**src/rtl/iegc_pkg.sv**
```systemverilog
package iegc_pkg;
  // Register byte addresses
  localparam logic [11:0] IEGC_OFF_CTL   = 12'h350;
  localparam logic [11:0] IEGC_OFF_ADDRL = 12'h354;
  localparam logic [11:0] IEGC_OFF_ADDRH = 12'h358;
  localparam logic [11:0] IEGC_OFF_GPEC  = 12'h35c;
  localparam logic [11:0] IEGC_OFF_GPES  = 12'h360;
  localparam logic [11:0] IEGC_OFF_ISTS  = 12'h364;
  localparam logic [11:0] IEGC_OFF_IMSK  = 12'h368;
  localparam logic [11:0] IEGC_OFF_LCNT  = 12'h36c;
  // Expander control fields
  localparam int IEGC_DATA_W   = 16;
  localparam int IEGC_RELOAD_B = 24;
  localparam int IEGC_TEST_B   = 25;
  localparam int IEGC_SEL_LO   = 26;
  localparam int IEGC_SEL_W    = 4;
  localparam int IEGC_DONE_B   = 31;
  // Address fields (7 bits each, bit 0 of each byte reserved)
  localparam int IEGC_ADR_W    = 7;
  localparam int IEGC_ADR0_LO  = 1;
  localparam int IEGC_ADR1_LO  = 9;
  localparam int IEGC_ADR2_LO  = 17;
  localparam int IEGC_ADR4_LO  = 1;
  // Event control and status fields
  localparam int IEGC_INV_B    = 0;
  localparam int IEGC_P2EN_B   = 2;
  localparam int IEGC_P3EN_B   = 3;
  localparam int IEGC_P2ST_B   = 1;
  localparam int IEGC_P3ST_B   = 2;
  // Interrupt status bits
  localparam int IEGC_IRQ_W    = 3;
  localparam int IEGC_IRQ_DONE = 0;
  localparam int IEGC_IRQ_P2   = 1;
  localparam int IEGC_IRQ_P3   = 2;
  // Expander select codes
  localparam logic [3:0] IEGC_SEL_E0 = 4'h0;
  localparam logic [3:0] IEGC_SEL_E1 = 4'h1;
  localparam logic [3:0] IEGC_SEL_E2 = 4'h2;
  localparam logic [3:0] IEGC_SEL_E4 = 4'h4;
  // Transaction kinds toward the expander bus engine
  typedef enum logic [1:0] {
    IEGC_KIND_RELOAD = 2'h0,
    IEGC_KIND_UPDATE = 2'h1,
    IEGC_KIND_INIT   = 2'h2
  } iegc_kind_t;
  localparam int IEGC_LCNT_W = 16;
endpackage

```
**src/rtl/iegc_top.sv**
```systemverilog
// Operation
// RQ1 - Done flag in control bit 31, set by completions only, write one clears
// RQ2 - Reload request sets done when selected expander refresh finishes
// RQ3 - Test mode pin data write updates expander outputs, done on finish
// RQ4 - Writing selected expander's address runs init, done on finish
// RQ5 - Low address register holds expanders 0,1,2 at 7:1, 15:9, 23:17
// RQ6 - High address register holds expander 4 at 7:1, rest zero
// RQ7 - Polarity bit: zero gives active low pin, one active high
// RQ8 - Port 2 enable redirects its notifications onto the event pin
// RQ9 - Port 3 enable redirects its notifications onto the event pin
// RQ10 - Event pin driven only when general pin 7 uses alternate function
// RQ11 - Status bit 1 high while port 2 signals an event
// RQ12 - Status bit 2 high while port 3 signals an event
// RQ13 - Status bit never set unless that port's enable is set
// RQ14 - Reload bit launches refresh of selected expander, reads zero
// RQ15 - Select codes 0,1,2,4 choose expanders; others reserved
// RQ16 - Test mode drives expander outputs from software pin data
// RQ17 - Pin asserted while any enabled port has a pending notification; code asserts it only while gpio7_alt_en is also set
module iegc_top
  import iegc_pkg::*;
#(
  parameter int DATA_W = IEGC_DATA_W
) (
  // Clock and reset
  input  wire logic              core_clk,
  input  wire logic              rst_n,
  // Wishbone slave
  input  wire logic              wb_cyc_i,
  input  wire logic              wb_stb_i,
  input  wire logic              wb_we_i,
  input  wire logic [11:0]       wb_adr_i,
  input  wire logic [3:0]        wb_sel_i,
  input  wire logic [31:0]       wb_dat_i,
  output logic      [31:0]       wb_dat_o,
  output logic                   wb_ack_o,
  // Expander bus engine
  output logic                   xfer_req,
  output logic      [1:0]        xfer_kind,
  output logic      [3:0]        xfer_sel,
  output logic      [6:0]        xfer_bus_addr,
  output logic      [DATA_W-1:0] xfer_out_data,
  input  wire logic              xfer_busy,
  input  wire logic              smb_clk_in,
  input  wire logic [DATA_W-1:0] exp_pin_in,
  input  wire logic [DATA_W-1:0] core_out_val,
  // Addresses locked against writes
  input  wire logic              addr_lock,
  // Port notifications and pin 7 function
  input  wire logic              port2_notify,
  input  wire logic              port3_notify,
  input  wire logic              gpio7_alt_en,
  output logic                   port2_notify_fwd,
  output logic                   port3_notify_fwd,
  output logic                   gp_event_pin_o,
  output logic                   gp_event_pin_oe,
  // Interrupt
  output logic                   irq
);

  // Reset release through two flops
  logic rst_m_r, rst_q;
  always_ff @(posedge core_clk or negedge rst_n) begin
    if (!rst_n) begin
      rst_m_r <= 1'b0;
      rst_q   <= 1'b0;
    end else begin
      rst_m_r <= 1'b1;
      rst_q   <= rst_m_r;
    end
  end

  // Link-side inputs cross into the core clock
  logic busy_m_r, busy_s_r, busy_d_r, sclk_m_r, sclk_s_r, sclk_d_r;
  logic [DATA_W-1:0] pin_m_r, pin_s_r;
  always_ff @(posedge core_clk or negedge rst_q) begin
    if (!rst_q) begin
      busy_m_r <= 1'b0;
      busy_s_r <= 1'b0;
      busy_d_r <= 1'b0;
      // Link clock idles high; resetting low would fake a rising edge
      sclk_m_r <= 1'b1;
      sclk_s_r <= 1'b1;
      sclk_d_r <= 1'b1;
      pin_m_r  <= '0;
      pin_s_r  <= '0;
    end else begin
      busy_m_r <= xfer_busy;
      busy_s_r <= busy_m_r;
      busy_d_r <= busy_s_r;
      sclk_m_r <= smb_clk_in;
      sclk_s_r <= sclk_m_r;
      sclk_d_r <= sclk_s_r;
      pin_m_r  <= exp_pin_in;
      pin_s_r  <= pin_m_r;
    end
  end
  wire busy_fall = busy_d_r & ~busy_s_r;
  wire sclk_rise = sclk_s_r & ~sclk_d_r;

  // Bus decode; answer comes one cycle after the request
  wire       wb_req = wb_cyc_i & wb_stb_i & ~wb_ack_o;
  wire       wb_wr  = wb_req & wb_we_i;
  wire [31:0] wmask = {{8{wb_sel_i[3]}}, {8{wb_sel_i[2]}}, {8{wb_sel_i[1]}}, {8{wb_sel_i[0]}}};
  wire       wr_ctl   = wb_wr & (wb_adr_i == IEGC_OFF_CTL);
  wire       wr_addrl = wb_wr & (wb_adr_i == IEGC_OFF_ADDRL);
  wire       wr_addrh = wb_wr & (wb_adr_i == IEGC_OFF_ADDRH);
  wire       wr_gpec  = wb_wr & (wb_adr_i == IEGC_OFF_GPEC);
  wire       wr_ists  = wb_wr & (wb_adr_i == IEGC_OFF_ISTS);
  wire       wr_imsk  = wb_wr & (wb_adr_i == IEGC_OFF_IMSK);

  // Control state
  logic [3:0]        sel_r;
  logic              test_r, done_r;
  logic [DATA_W-1:0] sw_data_r, pin_state_r;
  logic [6:0]        adr0_r, adr1_r, adr2_r, adr4_r;
  logic              inv_r, p2en_r, p3en_r, p2st_r, p3st_r;
  logic [IEGC_IRQ_W-1:0] ists_r, imsk_r;
  logic [IEGC_LCNT_W-1:0] lcnt_r;
  logic              done_set;
  logic [3:0]        sel_nxt;
  // Only a control write moves the select; address writes must keep it
  assign sel_nxt = (wr_ctl & wb_sel_i[3]) ? wb_dat_i[IEGC_SEL_LO +: IEGC_SEL_W] : sel_r;

  // Triggers, judged against the select value in force after this write
  wire trig_reload = wr_ctl & wb_sel_i[3] & wb_dat_i[IEGC_RELOAD_B]; // RQ14
  wire trig_update = wr_ctl & test_r & (wb_sel_i[0] | wb_sel_i[1]); // RQ3
  wire trig_init   = (wr_addrl & wb_sel_i[0] & ~addr_lock & sel_r == IEGC_SEL_E0)
                   | (wr_addrl & wb_sel_i[1] & ~addr_lock & sel_r == IEGC_SEL_E1)
                   | (wr_addrl & wb_sel_i[2] & ~addr_lock & sel_r == IEGC_SEL_E2)
                   | (wr_addrh & wb_sel_i[0] & ~addr_lock & sel_r == IEGC_SEL_E4); // RQ4
  wire sel_ok = (sel_nxt == IEGC_SEL_E0) | (sel_nxt == IEGC_SEL_E1)
              | (sel_nxt == IEGC_SEL_E2) | (sel_nxt == IEGC_SEL_E4); // RQ15

  // Transaction sequencer
  typedef enum logic [1:0] {IEGC_IDLE, IEGC_ASK, IEGC_RUN} iegc_st_t;
  iegc_st_t st_r;
  always_ff @(posedge core_clk or negedge rst_q) begin
    if (!rst_q) begin
      st_r      <= IEGC_IDLE;
      xfer_req  <= 1'b0;
      xfer_kind <= IEGC_KIND_RELOAD;
      xfer_sel  <= IEGC_SEL_E0;
    end else begin
      case (st_r)
        IEGC_IDLE: begin
          // Requests arriving while a transfer runs are dropped
          if (sel_ok & (trig_reload | trig_update | trig_init)) begin
            st_r     <= IEGC_ASK;
            xfer_req <= 1'b1;
            xfer_sel <= sel_nxt;
            if (trig_init) begin
              xfer_kind <= IEGC_KIND_INIT;
            end else if (trig_reload) begin
              xfer_kind <= IEGC_KIND_RELOAD;
            end else begin
              xfer_kind <= IEGC_KIND_UPDATE;
            end
          end
        end
        IEGC_ASK: begin
          if (busy_s_r) begin
            st_r     <= IEGC_RUN;
            xfer_req <= 1'b0;
          end
        end
        IEGC_RUN: begin
          if (busy_fall) begin
            st_r <= IEGC_IDLE;
          end
        end
        default: begin
          st_r     <= IEGC_IDLE;
          xfer_req <= 1'b0;
        end
      endcase
    end
  end
  assign done_set = (st_r == IEGC_RUN) & busy_fall; // RQ2 RQ3 RQ4

  // Expander control register
  always_ff @(posedge core_clk or negedge rst_q) begin
    if (!rst_q) begin
      sel_r     <= IEGC_SEL_E0;
      test_r    <= 1'b0;
      done_r    <= 1'b0;
      sw_data_r <= '0;
    end else begin
      if (wr_ctl) begin
        sel_r  <= sel_nxt;
        test_r <= wb_sel_i[3] ? wb_dat_i[IEGC_TEST_B] : test_r;
        if (test_r) begin
          sw_data_r <= (wb_dat_i[DATA_W-1:0] & wmask[DATA_W-1:0])
                     | (sw_data_r & ~wmask[DATA_W-1:0]); // RQ16
        end
      end
      // Completion wins over a clearing write
      if (done_set) begin
        done_r <= 1'b1; // RQ1
      end else if (wr_ctl & wb_sel_i[3] & wb_dat_i[IEGC_DONE_B]) begin
        done_r <= 1'b0; // RQ1
      end
    end
  end

  // Pin state: refreshed inputs, or the outputs last sent
  always_ff @(posedge core_clk or negedge rst_q) begin
    if (!rst_q) begin
      pin_state_r   <= '0;
      xfer_out_data <= '0;
    end else begin
      xfer_out_data <= test_r ? sw_data_r : core_out_val; // RQ16
      if (done_set & (xfer_kind == IEGC_KIND_RELOAD)) begin
        pin_state_r <= pin_s_r; // RQ2
      end else if (done_set & (xfer_kind == IEGC_KIND_UPDATE)) begin
        pin_state_r <= xfer_out_data;
      end
    end
  end

  // Address registers, lockable
  always_ff @(posedge core_clk or negedge rst_q) begin
    if (!rst_q) begin
      adr0_r <= '0;
      adr1_r <= '0;
      adr2_r <= '0;
      adr4_r <= '0;
    end else if (!addr_lock) begin
      if (wr_addrl & wb_sel_i[0]) adr0_r <= wb_dat_i[IEGC_ADR0_LO +: IEGC_ADR_W]; // RQ5
      if (wr_addrl & wb_sel_i[1]) adr1_r <= wb_dat_i[IEGC_ADR1_LO +: IEGC_ADR_W]; // RQ5
      if (wr_addrl & wb_sel_i[2]) adr2_r <= wb_dat_i[IEGC_ADR2_LO +: IEGC_ADR_W]; // RQ5
      if (wr_addrh & wb_sel_i[0]) adr4_r <= wb_dat_i[IEGC_ADR4_LO +: IEGC_ADR_W]; // RQ6
    end
  end

  // Bus address of the expander being served
  always_ff @(posedge core_clk or negedge rst_q) begin
    if (!rst_q) begin
      xfer_bus_addr <= '0;
    end else begin
      case (xfer_sel)
        IEGC_SEL_E1: xfer_bus_addr <= adr1_r;
        IEGC_SEL_E2: xfer_bus_addr <= adr2_r;
        IEGC_SEL_E4: xfer_bus_addr <= adr4_r;
        default:     xfer_bus_addr <= adr0_r;
      endcase
    end
  end

  // Event control
  always_ff @(posedge core_clk or negedge rst_q) begin
    if (!rst_q) begin
      inv_r  <= 1'b0;
      p2en_r <= 1'b0;
      p3en_r <= 1'b0;
    end else if (wr_gpec & wb_sel_i[0]) begin
      inv_r  <= wb_dat_i[IEGC_INV_B];
      p2en_r <= wb_dat_i[IEGC_P2EN_B];
      p3en_r <= wb_dat_i[IEGC_P3EN_B];
    end
  end

  // Event status and pin; status follows the pending notifications, pin only in alt mode
  wire p2_pend = port2_notify & p2en_r; // RQ8 RQ13
  wire p3_pend = port3_notify & p3en_r; // RQ9 RQ13
  always_ff @(posedge core_clk or negedge rst_q) begin
    if (!rst_q) begin
      p2st_r           <= 1'b0;
      p3st_r           <= 1'b0;
      port2_notify_fwd <= 1'b0;
      port3_notify_fwd <= 1'b0;
      gp_event_pin_o   <= 1'b0;
      gp_event_pin_oe  <= 1'b0;
    end else begin
      p2st_r           <= p2_pend; // RQ11
      p3st_r           <= p3_pend; // RQ12
      port2_notify_fwd <= port2_notify & ~p2en_r; // RQ8
      port3_notify_fwd <= port3_notify & ~p3en_r; // RQ9
      gp_event_pin_oe  <= gpio7_alt_en; // RQ10
      gp_event_pin_o   <= ((p2_pend | p3_pend) & gpio7_alt_en) ^ ~inv_r; // RQ7 RQ17
    end
  end

  // Interrupt status: set wins over write-one-clear
  wire [IEGC_IRQ_W-1:0] ev = {p3_pend & ~p3st_r, p2_pend & ~p2st_r, done_set};
  always_ff @(posedge core_clk or negedge rst_q) begin
    if (!rst_q) begin
      ists_r <= '0;
      imsk_r <= '0;
      irq    <= 1'b0;
    end else begin
      ists_r <= ev | (ists_r & ~(wr_ists & wb_sel_i[0] ? wb_dat_i[IEGC_IRQ_W-1:0] : '0));
      if (wr_imsk & wb_sel_i[0]) imsk_r <= wb_dat_i[IEGC_IRQ_W-1:0];
      irq <= |(ists_r & imsk_r);
    end
  end

  // Link clock rising edges seen, a liveness aid for software
  always_ff @(posedge core_clk or negedge rst_q) begin
    if (!rst_q) begin
      lcnt_r <= '0;
    end else if (sclk_rise) begin
      lcnt_r <= lcnt_r + 1'b1;
    end
  end

  // Read mux; unmapped words read zero
  logic [31:0] rd;
  always_comb begin
    rd = '0;
    case (wb_adr_i)
      IEGC_OFF_CTL: begin
        rd[DATA_W-1:0] = pin_state_r;
        rd[IEGC_TEST_B] = test_r;
        rd[IEGC_SEL_LO +: IEGC_SEL_W] = sel_r;
        rd[IEGC_DONE_B] = done_r; // RQ14 reload reads zero
      end
      IEGC_OFF_ADDRL: begin
        rd[IEGC_ADR0_LO +: IEGC_ADR_W] = adr0_r;
        rd[IEGC_ADR1_LO +: IEGC_ADR_W] = adr1_r;
        rd[IEGC_ADR2_LO +: IEGC_ADR_W] = adr2_r;
      end
      IEGC_OFF_ADDRH: rd[IEGC_ADR4_LO +: IEGC_ADR_W] = adr4_r;
      IEGC_OFF_GPEC: begin
        rd[IEGC_INV_B]  = inv_r;
        rd[IEGC_P2EN_B] = p2en_r;
        rd[IEGC_P3EN_B] = p3en_r;
      end
      IEGC_OFF_GPES: begin
        rd[IEGC_P2ST_B] = p2st_r;
        rd[IEGC_P3ST_B] = p3st_r;
      end
      IEGC_OFF_ISTS: rd[IEGC_IRQ_W-1:0] = ists_r;
      IEGC_OFF_IMSK: rd[IEGC_IRQ_W-1:0] = imsk_r;
      IEGC_OFF_LCNT: rd[IEGC_LCNT_W-1:0] = lcnt_r;
      default: rd = '0;
    endcase
  end

  // Bus answer, registered
  always_ff @(posedge core_clk or negedge rst_q) begin
    if (!rst_q) begin
      wb_ack_o <= 1'b0;
      wb_dat_o <= '0;
    end else begin
      wb_ack_o <= wb_req;
      wb_dat_o <= wb_req & ~wb_we_i ? rd : '0;
    end
  end
endmodule

```
**config.mk**
```make
export PLATFORM = sky130hd
export DESIGN_NAME = iegc_top
export DESIGN_NICKNAME = d
export VERILOG_FILES = /design/src/rtl/iegc_pkg.sv /design/src/rtl/iegc_top.sv
export SDC_FILE = /design/constraint.sdc
export NUM_CORES = 1
export LEC_CHECK = 0
export BUFFER_PORTS_ARGS = -buffer_cell sky130_fd_sc_hd__buf_4
export CAP_MARGIN = 40
export CELL_PAD_IN_SITES_DETAIL_PLACEMENT = 2
export CELL_PAD_IN_SITES_GLOBAL_PLACEMENT = 2
export CORE_MARGIN = 3
export CORE_UTILIZATION = 37
export CTS_CLUSTER_SIZE = 12
export DETAILED_ROUTE_END_ITERATION = 8
export PLACE_DENSITY = 0.83
export SLEW_MARGIN = 10
export SYNTH_ARGS = -nofsm -noshare
export SYNTH_HDL_FRONTEND = slang
export SYNTH_SLANG_ARGS = --single-unit
```
**constraint.sdc**
```tcl
create_clock -name core_clk -period 7.4 [get_ports core_clk]
set_input_delay 1.48 -clock core_clk [delete_from_list [all_inputs] [get_ports core_clk]]
set_output_delay 1.48 -clock core_clk [all_outputs]
set_load 0.05 [all_outputs]
```
**Yosys cells after proc, flatten, opt, wreduce, memory -nomap -nowiden**

Cells that the tools add are included.

- Reductions and logical operators: 16
- $add $sub $neg: 1
- Muxes and demuxes: 28
- Equality and inequality tests: 23
- Bitwise gates (word level): 73

Operators with widths:

| cell | count |
|---|---|
| $eq 12x10->1 const B | 8 |
| $mux 16 | 3 |
| $and 1x1->1 | 43 |
| $pmux 7 s3 | 2 |
| $and 16x16->16 | 2 |
| $mux 32 | 1 |
| $add 16x1->16 const B | 1 |
| $not 16->16 | 1 |
| $or 16x16->16 | 1 |
| $pmux 4 s4 | 1 |
| $reduce_and 2->1 | 7 |
| $eq 4x1->1 const B | 3 |
| $eq 4x2->1 const B | 3 |
| $eq 4x3->1 const B | 3 |
| $not 1->1 | 11 |
| $or 1x1->1 | 10 |
| $pmux 1 s5 | 2 |
| $logic_not 4->1 | 2 |
| $mux 2 | 4 |
| $pmux 1 s8 | 1 |
| $mux 7 | 1 |
| $pmux 1 s7 | 1 |
| $and 3x3->3 | 2 |
| $mux 1 | 6 |
| 16 further kinds | 22 |

- Output and inout bits: 68
- Register bits after elaboration: 203
- Logic and storage cells: 181

**Depth between registers and ports, before layout**

- Depth in word-level cells: 14
- Mapped depth: 7

**Least setup slack after synthesis**

No wires, ideal clock.

- Path kind: in2reg
- Start: input port wb_adr_i[1]
- End: register xfer_sel[2]
- Arrival time: 3078 ps
- Slack: 4197 ps
- Path buffers: 1
- Setup time: 125 ps
- Required time: 7275 ps
- Cell stages on the path: 7
- Path through: nor4_2 -> and3_1 -> buf_4 -> nand3_4 -> mux2i_4 -> a31oi_4 -> mux2_4

- Cells in the longest elaborated chain, start to end: 11
- Elaborated cells on any way between the ends: 37
- Classes of those cells: 6 x eq/ne; 1 x mux; 28 x bitwise; 2 x reduce/logical

Ends and longest elaborated chain:

| what | RTL line | text |
|---|---|---|
| start: declaration | iegc_top.sv:31 | `input wire logic [11:0] wb_adr_i,` |
| $eq 12x10->1 | iegc_top.sv:105 | `wire wr_addrl = wb_wr & (wb_adr_i == IEGC_OFF_ADDRL);` |
| $and 1x1->1 | iegc_top.sv:105 |  |
| $and 1x1->1, on equally long branches (3 in a row) | iegc_top.sv:127, iegc_top.sv:128 |  |
| $or 1x1->1 | iegc_top.sv:128 | `\| (wr_addrl & wb_sel_i[1] & ~addr_lock & sel_r == IEGC_SEL_E1)` |
| $or 1x1->1 | iegc_top.sv:129 | `\| (wr_addrl & wb_sel_i[2] & ~addr_lock & sel_r == IEGC_SEL_E2)` |
| $or 1x1->1 | iegc_top.sv:130 | `\| (wr_addrh & wb_sel_i[0] & ~addr_lock & sel_r == IEGC_SEL_E4);` |
| $or 1x1->1 | iegc_top.sv:147 | `if (sel_ok & (trig_reload \| trig_update \| trig_init)) begin` |
| $and 1x1->1 | iegc_top.sv:147 |  |
| $reduce_and 2->1 (no line) | n/a |  |
| end signal: assignment | iegc_top.sv:150 | `xfer_sel <= sel_nxt;` |
| end: declaration | iegc_top.sv:39 | `output logic [3:0] xfer_sel,` |

Parallel ways exist; a longest one is shown, timed or not.
A chain may end at the register's enable or synchronous reset.

==> metrics.csv <==
stage;metric;value;unit
outcome;status;finished clean;
floorplan;IO Pins;159;
clock_tree;Root Driver;clkbuf_16;
route;vias per cell;5.48;
run;maxcap violations;0;
worst_setup_path;Max FO, Critical Path;19;
clock_tree;CTS Sinks;200;
synth;Syn. warnings;0;
route;first drt pass iteration count;6;
placed_design;Placer Congestion;0.810;
pwr;total power;2.31;mW
clock_tree;CTS tree;done;
worst_setup_path;reg2reg setup slack;4.99;ns
synth;ys async rst share;1.00;
pwr;cell internal pwr;1.71;mW
hold_path;Hold Crit Class;flip-flop to flip-flop;
synth;Synth Area per Inst;13.4;µm²
pwr;Power Density;232;nW/µm²
worst_setup_path;Critical Path RT;7.72;ns
placed_design;dpl hpwl;17.3;mm
worst_setup_path;reg2reg path depth;6;
placed_design;PortBufs;153;
route;Routed Antenna Nets;0;
timing;Setup Total Neg Slack;0;ns
synth;post-synthesis sequential element count;200;
synth;Mapped Cells;590;
pwr;Sequential Power Share;0.519;
pwr;net switching power;597;µW
synth;fraction of the yosys area taken by sequential cells;0.634;
global_route;largest net degree at the start of global routing;199;
worst_setup_path;kind of critical path;input pin to flip-flop;
timing;Final Max Slew Viols;0;
hold_path;Hold Path Depth;0;
clock_tree;# hold bufs at CTS;0;
global_route;GRT Total Usage;0.223;
timing;Tmin final;3.99;ns
route;final wirelength;25.5;mm
synth;Cell variety after synth;59;
timing;setup violators final;0;
worst_setup_path;Critical Path Start;wb_adr_i[1];
timing;Hold Fails Final Rpt;0;
timing;f_max;0.251;GHz
route;final routed DRC violation total;0;
clock_tree;number of buffers created by CTS;17;
clock_tree;Worst-path clk slew;0.07;ns
clock_tree;cts repair resizes;0;
worst_setup_path;R2R Path Start;wb_ack_o;
synth;top post-synthesis cells by area;dfrtp_1 (62%), mux2_2 (10%), mux2i_1 (2.2%), and3_1 (1.7%), nor2_1 (1.7%);
final_layout;Fill cells;1975;
synth;most common cell in the netlist;dfrtp_1;
worst_setup_path;Worst EP arrival;4.31;ns
floorplan;Initial Utilization;0.383;
floorplan;die height;152;µm
timing;Rel. slew slack;0.275;
route;wire length per cell;24.8;µm
worst_setup_path;Crit. End Element;flip-flop;
pwr;Peak supply drop;0.178;mV
global_route;global route overflow;0;
pwr;clock network power share;0.406;
floorplan;Die Wd;152;µm
clock_tree;Clock Latency Late Sink;0.44;ns
synth;largest area contributor in the netlist;dfrtp_1;
timing;Worst-Margin Slew;1.09;ns
synth;Synth top cells by count;dfrtp_1 (197), mux2_2 (72), nor2_1 (35);
worst_setup_path;reg2reg end;xfer_sel[0];
route;Via Count;5651;
pwr;Lkg Pwr;4.67;nW
clock_tree;Max Root-Sink Buffers;2;
final_layout;share of post-route cells with drive strength above 1;0.375;
final_layout;Final nets;839;
pwr;switch share;0.259;
floorplan;Core ar.;20600;µm²
global_route;vias in the first global route;6491;
clock_tree;# H-tree levels;4;
timing;RSZ-0062 raised after global routing;false;
worst_setup_path;startpoint types;input pin;
timing;Worst Skew;0.00953;ns
synth;Syn Std Cell Area;7900;µm²
global_route;first-pass GRT wire length;40.1;mm
global_route;antenna violations before repair;0;
floorplan;# rows;52;
synth;EDFF count, synth;0;
pwr;combinational fraction of design power;0.076;
final_layout;area grow syn2layout;25.9;%
synth;dominant synthesized flop cell;dfrtp_1;
route;initial DRC count;444;
floorplan;die area;23100;µm²
clock_tree;Post-CTS Setup Repair Bufs;0;
synth;Yosys top cell area share;0.624;
timing;Tcrit/Tclk final;0.539;
==> per-layer routing <==
metal	wire, µm	GRT usage
met5	0	0
met3	1240	0.0526
met2	13300	0.394
met4	596	0.0655
met1	10400	0.273
==> cells in the final DEF (no fill, tap or decap), types with 3 or more instances in the layout <==
master     synthesis  layout
nor3_1            14      14
mux2_4             3       3
dfstp_2            3       3
inv_1              6       6
xnor2_1           12      12
a21oi_1           21      21
buf_4              5     160
mux2i_1           17      17
nor2b_1           11      10
a222oi_1          13      13
nand3b_1           3       3
nor3b_1            3       3
a21o_1             4       4
o21ai_0           13      13
and2_1             3       3
nand3_1            6       6
and3_1            21      21
nor2_1            35      35
a22o_1             5       5
nand4_1            7       7
nand2_1           31      31
a221o_1            7       7
inv_6              0       6
a22oi_1           14      14
dfrtp_1          197     196
xor2_1             4       4
conb_1             2       4
and4b_1            3       3
clkbuf_16          0      17
mux2_2            72      72
==> final cells by class <==
type,count,area [µm²],area share
clock buffer,19,453,0.0456
sequential,200,5010,0.504
timing repair buffer,162,1230,0.123
clock inverter,13,131,0.0132
multi-input combinational,360,2750,0.277
tap,270,338,0.0340
antenna,1,2.50,0.000252
inverter,6,22.5,0.00227
==> power by group through the flow <==
stage / clock network [mW] / registers [mW] / logic [mW]
after CTS: 0.957 / 1.19 / 0.177
after global placement: 0 / 1.21 / 0.162
after floorplan: 0 / 1.23 / 0.0602
after global routing: 1.01 / 1.20 / 0.193
after detailed placement: 0 / 1.22 / 0.173
final: 0.937 / 1.20 / 0.174
==> how the worst min path moves through the flow <==
stage | slack, ns | start | to
after detailed placement | 0.34 | pin_m_r[13] | pin_s_r[13]
after global routing | 0.36 | pin_m_r[13] | pin_s_r[13]
after floorplan | 0.33 | busy_m_r | busy_s_r
after CTS | 0.35 | rst_m_r | rst_q
after global placement | 0.33 | pin_m_r[8] | pin_s_r[8]
final | 0.35 | rst_m_r | rst_q
==> worst max-delay path, cell delays in order <==
cell,delay [ns]
buf_4,0.13
nor4_2,0.49
and3_1,0.85
buf_4,0.33
and4_1,0.59
mux2_2,0.41
==> sequential cells by signal, summed over array words and instances, names as in the netlist, 16 cells and up, named ones only <==
signal,count
wb_dat_o,29
pin_s_r,16
pin_m_r,16
pin_state_r,16
xfer_out_data,16
lcnt_r,16
==> through the flow <==
stage          worst slack, ns  cells  utilization  hold WS, ns  instance area, µm²
5_1_grt                   3.36   1030        0.482        0.360                9940
2_1_floorplan             1.42    592            -        0.331                7900
3_5_place_dp              3.00    998        0.453        0.337                9350
3_3_place_gp              3.08    997        0.453        0.331                9350
6_report                  3.41   1031        0.482        0.352                9940
4_1_cts                   3.45   1030        0.482        0.354                9940
==> logic make-up (layout without fill, tap and decap cells) <==
| logic type | Yosys count | after routing | share of synthesized area |
|---|---|---|---|
| AND/OR/NAND/NOR | 154 | 154 | 0.108 |
| adder cells (fa/ha/maj) | 3 | 3 | 0.00412 |
| flip-flops | 200 | 200 | 0.634 |
| other | 2 | 5 | 0.000951 |
| multiplexers | 93 | 93 | 0.133 |
| buffers and inverters | 32 | 200 | 0.0181 |
| AO/OA/AOI/OAI | 90 | 90 | 0.0842 |
| XOR/XNOR | 16 | 16 | 0.0177 |
Power figures use the tool's default switching activity.
